<file path="config.mk">
export PLATFORM = sky130hd
export DESIGN_NAME = uhp_port
export DESIGN_NICKNAME = d
export VERILOG_FILES = /design/src/uhp_pkg.sv /design/src/uhp_port.sv
export SDC_FILE = /design/constraint.sdc
export NUM_CORES = 2
export LEC_CHECK = 0
export ABC_AREA = 1
export BUFFER_PORTS_ARGS = -buffer_cell sky130_fd_sc_hd__buf_2
export CORE_MARGIN = 2
export CORE_UTILIZATION = 60
export CTS_CLUSTER_DIAMETER = 40
export DETAILED_ROUTE_END_ITERATION = 10
export HOLD_SLACK_MARGIN = 0.05
export PLACE_DENSITY = 0.8
export SLEW_MARGIN = 5
export SYNTH_ARGS = -nofsm -noshare
export SYNTH_HDL_FRONTEND = slang
export SYNTH_SLANG_ARGS = --single-unit
</file>
<file path="constraint.sdc">
create_clock -name I_CLK_SYS -period 2.6 [get_ports I_CLK_SYS]
set_input_delay 0.26 -clock I_CLK_SYS [delete_from_list [all_inputs] [get_ports I_CLK_SYS]]
set_output_delay 0.26 -clock I_CLK_SYS [all_outputs]
set_load 0.05 [all_outputs]
</file>
<file path="src/uhp_pkg.sv">
/*
  Constants of the host bus port: widths, memory size and the fixed locations it uses.
  Assumes a single 100 MHz system clock.
*/
package uhp_pkg;

  localparam int unsigned        DATA_W        = 8;
  localparam int unsigned        MEM_DEPTH     = 256;
  localparam logic [7:0]         INT_STAT_ADDR = 8'h0d;
  localparam logic [7:0]         CTRL1_ADDR    = 8'h05;
  localparam logic [7:0]         DMA_CNT_LO    = 8'h35;
  localparam logic [7:0]         DMA_CNT_HI    = 8'h36;
  localparam int unsigned        CTRL1_DMA_EN  = 1;
  localparam int unsigned        IST_DMA_BUSY  = 7;
  localparam int unsigned        IST_DMA_DONE  = 4;
  localparam logic [7:0]         ZERO_BYTE     = 8'h00;
  localparam logic [15:0]        ZERO_COUNT    = 16'h0000;
  localparam logic [15:0]        ONE_COUNT     = 16'h0001;
  localparam logic [7:0]         IST_EVT_MASK  = 8'h7f;

  typedef enum logic [2:0] {
    UHP_IDLE = 3'b001,
    UHP_ACC  = 3'b010,
    UHP_WAIT = 3'b100
  } uhp_state_t;

endpackage : uhp_pkg

</file>
<file path="src/uhp_port.sv">
/*
  Pin-level microprocessor port: pointer latch, register and buffer memory, interrupt flags and DMA handshake.
  Assumes all pin inputs are synchronous to I_CLK_SYS and that engine events arrive as one-cycle pulses.
*/
// Summary of operation
// (RULE_01) Write on write strobe with chip select.
// (RULE_02) Drive selected location on read strobe.
// (RULE_03) Port select 0 pointer, 1 data location.
// (RULE_04) Shared eight-bit bus, driven only reading.
// (RULE_05) Interrupt output high while flags pending.
// (RULE_06) Device held reset while reset pin low.
// (RULE_07) Role strap: 1 slave, 0 master.
// (RULE_08) Board ties multiply strap per source.
// (RULE_09) Active-low DMA request and acknowledge handshake.
// (RULE_10) DMA requests only in slave operation.
// (RULE_11) Host mode: acknowledge high, request open.
// (RULE_12) Status write one clears, zero keeps.
// (RULE_13) Low count first; high write starts DMA.
// (RULE_14) Pointer latched; data accesses use it.
`timescale 1ns/1ps
`default_nettype none
module uhp_port
  import uhp_pkg::*;
(
  // Clock, reset and enable.
  input  wire logic              I_CLK_SYS,
  input  wire logic              I_RST,
  input  wire logic              I_CE,
  // Device pins.
  input  wire logic              I_DEVICE_RESET_N,
  input  wire logic              I_CHIP_SELECT_N,
  input  wire logic              I_READ_STROBE_N,
  input  wire logic              I_WRITE_STROBE_N,
  input  wire logic              I_PORT_SELECT,
  input  wire logic [7:0]        I_DATA,
  output logic      [7:0]        O_DATA,
  output logic                   O_DATA_OE,
  output logic                   O_IRQ_OUT,
  input  wire logic              I_ROLE_STRAP,
  input  wire logic              I_CLOCK_MULTIPLY_SELECT,
  input  wire logic              I_DMA_ACK_N,
  output logic                   O_DMA_REQ_N,
  // Engine side.
  input  wire logic [6:0]        I_EVENTS,
  output logic                   O_SLAVE_MODE,
  output logic                   O_CLK_12M_SRC
);

  logic             rst;
  logic [7:0]       ptr_r;
  logic [7:0]       mem_r [MEM_DEPTH];
  logic [6:0]       flags_r;
  logic [15:0]      dma_cnt_r;
  logic             dma_busy_r;
  logic             dma_done_ev;
  logic             ack_d_r;
  uhp_state_t       state_r;
  logic             cs_rd;
  logic             cs_wr;
  logic             wr_start;
  logic             wr_data;
  logic             wr_ist;
  logic [7:0]       rd_byte;

  assign rst      = I_RST | ~I_DEVICE_RESET_N;  // see (RULE_06)
  assign cs_rd    = ~I_CHIP_SELECT_N & ~I_READ_STROBE_N;  // see (RULE_02)
  assign cs_wr    = ~I_CHIP_SELECT_N & ~I_WRITE_STROBE_N;  // see (RULE_01)
  assign wr_start = cs_wr && (state_r == UHP_IDLE);
  assign wr_data  = wr_start & I_PORT_SELECT;  // see (RULE_03)
  assign wr_ist   = wr_data && (ptr_r == INT_STAT_ADDR);
  assign rd_byte  = (ptr_r == INT_STAT_ADDR) ? {dma_busy_r, flags_r} : mem_r[ptr_r];

  ////////////////////////////////////////////////////////////////////////////
  // Strobe sequencer: one action per strobe pulse.
  always_ff @(posedge I_CLK_SYS) begin
    if (rst) begin
      state_r <= UHP_IDLE;
    end else if (I_CE) begin
      unique case (state_r)
        UHP_IDLE: begin
          if (cs_wr || cs_rd) begin
            state_r <= UHP_ACC;
          end
        end
        UHP_ACC: begin
          state_r <= UHP_WAIT;
        end
        UHP_WAIT: begin
          if (!cs_wr && !cs_rd) begin
            state_r <= UHP_IDLE;
          end
        end
        default: begin
          state_r <= UHP_IDLE;
        end
      endcase
    end
  end

  ////////////////////////////////////////////////////////////////////////////
  // Address pointer.
  always_ff @(posedge I_CLK_SYS) begin
    if (rst) begin
      ptr_r <= ZERO_BYTE;
    end else if (I_CE && wr_start && !I_PORT_SELECT) begin
      ptr_r <= I_DATA;  // see (RULE_14) (RULE_03)
    end
  end

  ////////////////////////////////////////////////////////////////////////////
  // Register and buffer memory.
  always_ff @(posedge I_CLK_SYS) begin
    if (I_CE && wr_data && !wr_ist) begin
      mem_r[ptr_r] <= I_DATA;  // see (RULE_01) (RULE_14)
    end
  end

  ////////////////////////////////////////////////////////////////////////////
  // Read data and bus drive.
  always_ff @(posedge I_CLK_SYS) begin
    if (rst) begin
      O_DATA    <= ZERO_BYTE;
      O_DATA_OE <= 1'b0;
    end else if (I_CE) begin
      O_DATA_OE <= cs_rd;  // see (RULE_04)
      if (cs_rd && state_r == UHP_IDLE) begin
        O_DATA <= I_PORT_SELECT ? rd_byte : ptr_r;  // see (RULE_02) (RULE_03)
      end
    end
  end

  ////////////////////////////////////////////////////////////////////////////
  // Interrupt flags: set wins over clear.
  always_ff @(posedge I_CLK_SYS) begin
    if (rst) begin
      flags_r <= 7'h00;
    end else if (I_CE) begin
      flags_r <= (flags_r & ~(wr_ist ? I_DATA[6:0] : 7'h00))  // see (RULE_12)
               | I_EVENTS[6:0]
               | {2'b00, dma_done_ev, 4'h0};
    end
  end

  always_ff @(posedge I_CLK_SYS) begin
    if (rst) begin
      O_IRQ_OUT <= 1'b0;
    end else if (I_CE) begin
      O_IRQ_OUT <= |(flags_r & IST_EVT_MASK[6:0]);  // see (RULE_05)
    end
  end

  ////////////////////////////////////////////////////////////////////////////
  // Straps and role.
  always_ff @(posedge I_CLK_SYS) begin
    if (rst) begin
      O_SLAVE_MODE  <= 1'b0;
      O_CLK_12M_SRC <= 1'b0;
    end else if (I_CE) begin
      O_SLAVE_MODE  <= I_ROLE_STRAP;  // see (RULE_07)
      O_CLK_12M_SRC <= I_CLOCK_MULTIPLY_SELECT;  // see (RULE_08)
    end
  end

  ////////////////////////////////////////////////////////////////////////////
  // DMA counter and handshake.
  assign dma_done_ev = dma_busy_r && !I_DMA_ACK_N && ack_d_r && (dma_cnt_r == ONE_COUNT);

  always_ff @(posedge I_CLK_SYS) begin
    if (rst) begin
      dma_cnt_r   <= ZERO_COUNT;
      dma_busy_r  <= 1'b0;
      ack_d_r     <= 1'b1;
      O_DMA_REQ_N <= 1'b1;
    end else if (I_CE) begin
      ack_d_r <= I_DMA_ACK_N;
      if (wr_data && ptr_r == DMA_CNT_LO) begin
        dma_cnt_r[7:0] <= I_DATA;  // see (RULE_13)
      end else if (wr_data && ptr_r == DMA_CNT_HI) begin
        dma_cnt_r[15:8] <= I_DATA;
        dma_busy_r      <= mem_r[CTRL1_ADDR][CTRL1_DMA_EN] && O_SLAVE_MODE
                           && ({I_DATA, dma_cnt_r[7:0]} != ZERO_COUNT);  // see (RULE_13) (RULE_10)
      end else if (dma_busy_r && !I_DMA_ACK_N && ack_d_r) begin
        dma_cnt_r <= dma_cnt_r - ONE_COUNT;  // see (RULE_09)
        if (dma_cnt_r == ONE_COUNT) begin
          dma_busy_r <= 1'b0;
        end
      end
      O_DMA_REQ_N <= ~(dma_busy_r && O_SLAVE_MODE && I_DMA_ACK_N);  // see (RULE_09) (RULE_10) (RULE_11)
    end
  end

endmodule // uhp_port
`default_nettype wire
</file>
==> results.yml <==
synth:
  async_flop_share_pct: 0
  ys.flop_type: "edfxtp_1"
  ys_ff_latch: 2105
  synth_area_per_cell_sq_um: 11.7
  synth_cells: 7320
  synth-edff-count: 2048
  synthDistinctLibCells: 43
  synth_area_sq_um: 85800
  synth_warnings: 0
  synth_seq_area_share_pct: 73.0
critical_path:
  critPathRequiredTime_ps: 3380
  cp_slowest_cell: "dfxtp_4"
  critPathBufInv: 4
  cpPeakStageDelay_ps: 430
  path_class: "register to register"
  cp_common_cell: "nand3_1"
  cpLargestDelayFamily: "simple AND/OR/NAND/NOR gates"
  r2r_slack_ps: -140
  r2r_cells: 16
  startpoint_type: "register"
  critPathArrivalTime_ps: 3520
  r2r_end: "O_DATA[1]"
  cp_max_fo: 22
  end_kind: "register"
  crit_chain: "buf_4, inv_8, buf_12, nand2_1, nand3_1, nand3_1, nand3_1, nand3_1, nand3_1, nand3_1, buf_4, nand2_1, nand2_1, nand3_1, nand2_1, a21oi_1"
placed_design:
  dp_hpwl_mm: 141
  io_buffers: 38
  place_congestion: 0.943
  place_ws_ps: -64.0
global_routing:
  grt.overflow.total: 0
  track_usage_pct: 32.8
  grt_first_pass_wirelength_mm: 361
  antenna_found_initial: 1
  grt_start_max_net_pins: 100
  grt_pass1_vias: 59500
hold_path:
  min_from: "I_EVENTS[3]"
  hold_depth: 4
  worstHoldEndpoint: "flags_r[3]"
  hp-class: "input port to register"
sta:
  max_slew.worst_pin.slew_ps: 1080
  whs_ps: 318
  setup_violations: 6
  post-route-min-period_ps: 2740
  setup_ws_ps: -139
  hold_viol: 0
  slew_headroom_pct: 27.6
  rsz0062_at_grt: "yes"
  drv_slew: 0
  fin_skew_ps: 49.0
  fmax_mhz: 365
  timing.final.crit_share_pct: 105
finish:
  final_cell_mix: "2159 x nand2_1, 2048 x edfxtp_1, 2001 x nand3_1"
  n_fill_cell: 8682
  final_common_cell: "nand2_1"
  multi_input_area_sq_um: 21000
  num-nets-final: 7731
  fin_util_pct: 70.6
  final-seq-area_sq_um: 62700
  drive_gt1_share_pct: 13.5
  area_growth_pct: 16.7
detailed_routing:
  initialDrtViolationCount: 10900
  firstDrtPassIters: 9
  dr_total_vias: 62300
  ant_nets: 0
  viasPerCell: 6.37
  drc: 0
  drt-total-wl_mm: 246
  wl_per_cell_um: 25.2
floorplanning:
  start_util_pct: 60.5
  dieArea_sq_um: 146000
  ios: 39
  dieHeight_um: 382
  core_sq_um: 142000
  num_rows: 138
  die_x_um: 382
pwr:
  vdd_drop_max_mv: 0.711
  leakagePower_nw: 35.7
  power_density_nw_per_um2: 706
flow_run:
  maxCapViolCount: 0
cts:
  ctsHtreeMaxLevel: 4
  numCtsBuffers: 211
  clockBufferDepth: 3
  clk_pin_slew_worst_paths_ps: 70
  cts_tree: "built"
  cts_sinks: 2105
  clock_latency_ps: 860
  cts_root_buf: "clkbuf_16"
outcome:
  status: "finished with violations"
  failed_checks: "negative setup slack"
[power by group]
group / switching (W) / total (W) / internal, W
combinational: 0.00152 / 0.00203 / 0.000508
clock: 0.0131 / 0.0314 / 0.0183
sequential: 0.0000249 / 0.0372 / 0.0372
[metal layers]
metal | global-route usage, % | wire length, um | vias up | share of wire, %
met2 | 50.9 | 115000 | 5054 | 47
li1 | - | - | 26800 | -
met5 | 0 | 0 | - | 0
met1 | 43.8 | 84200 | 29600 | 34
met4 | 16.9 | 13300 | 0 | 5.4
met3 | 7.55 | 33900 | 818 | 14
[state kept, by name, indices dropped and copies added (netlist names), named ones only]
| register | flops |
|---|---|
| mem_r | 2048 |
| O_IRQ_OUT | 1 |
| O_DATA | 8 |
| ack_d_r | 1 |
| flags_r | 7 |
| O_CLK_12M_SRC | 1 |
| O_DMA_REQ_N | 1 |
| dma_busy_r | 1 |
| O_SLAVE_MODE | 1 |
| state_r | 3 |
| O_DATA_OE | 1 |
| ptr_r | 8 |
| dma_cnt_r | 16 |
[metrics by stage]
stage | TNS [ps] | total power, W | cell area [sq um] | instances
after floorplan | 0 | 0.0386 | 85800 | 7327
after global placement | -123 | 0.0397 | 91500 | 9303
after detailed placement | -1920 | 0.0398 | 91500 | 9303
after CTS | -9.24 | 0.0706 | 99200 | 9750
after global routing | -751 | 0.0722 | 100000 | 9773
final | -409 | 0.0707 | 100000 | 9775
[cells by family (layout without fill, tap and decap cells)]
logic type / Yosys count / count (layout) / synth area share, %
AND/OR/NAND/NOR: 4527 / 4527 / 23.0
flip-flops: 2105 / 2105 / 73.0
buffers and inverters: 553 / 1109 / 3.03
AO/OA/AOI/OAI: 124 / 124 / 0.788
XOR/XNOR: 5 / 5 / 0.0510
adder cells (fa/ha/maj): 3 / 3 / 0.0438
multiplexers: 2 / 2 / 0.0233
other: 1 / 10 / 0.00437
[worst min-delay path, stage by stage]
cell and delay [ps]:
dlygate4sd3_1 550, buf_2 140, nand2_1 70, a21oi_1 80
[Yosys cell counts, types with 3 or more instances]
library cell,number,area [sq um]
a211oi_1,3,22.5
a21oi_1,52,260
buf_1,48,180
buf_2,279,1400
buf_4,23,173
buf_6,12,135
clkbuf_1,130,488
dfxtp_1,57,1140
edfxtp_1,2048,61500
ha_1,3,37.5
inv_1,54,203
inv_2,4,15.0
nand2_1,2165,8130
nand2_4,8,90.1
nand3_1,2034,10200
nand4_1,4,25.0
nor2_1,272,1020
nor2_2,16,100
nor3_1,9,45.0
nor3_4,3,48.8
nor4_1,5,31.3
o211ai_1,3,22.5
o21ai_0,49,245
o22ai_1,3,18.8
o31ai_1,9,67.6
xnor2_1,4,35.0
[timing repair]
item,CTS,global route
pin swaps,0,6
resized for setup,11,128
buffers inserted,9,13
endpoints found under the hold margin,368,0
endpoints found under the setup margin,129,562
hold buffers,43,0
gates cloned,1,10
[cell type report]
class | instances | share of cell area (%)
Inverter | 61 | 0.280
Clock buffer | 253 | 5.52
Tap cell | 1890 | 2.36
Sequential cell | 2105 | 62.6
Clock inverter | 141 | 1.66
Timing Repair Buffer | 652 | 6.65
Timing Repair inverter | 2 | 0.0200
Multi-Input combinational cell | 4669 | 20.9
Antenna cell | 2 | 0.00500
[worst max path at each step]
stage	startpoint	to	slack, ps	cells after the start
after floorplan	state_r[1]	mem_r[105][0]	230	10
after global placement	register	O_DATA[6]	-50	15
after detailed placement	register	O_DATA[6]	-60	15
after CTS	register	O_DATA[1]	-9	16
after global routing	register	O_DATA[2]	-150	15
final	register	O_DATA[1]	-140	16
Power figures use the tool's default switching activity.
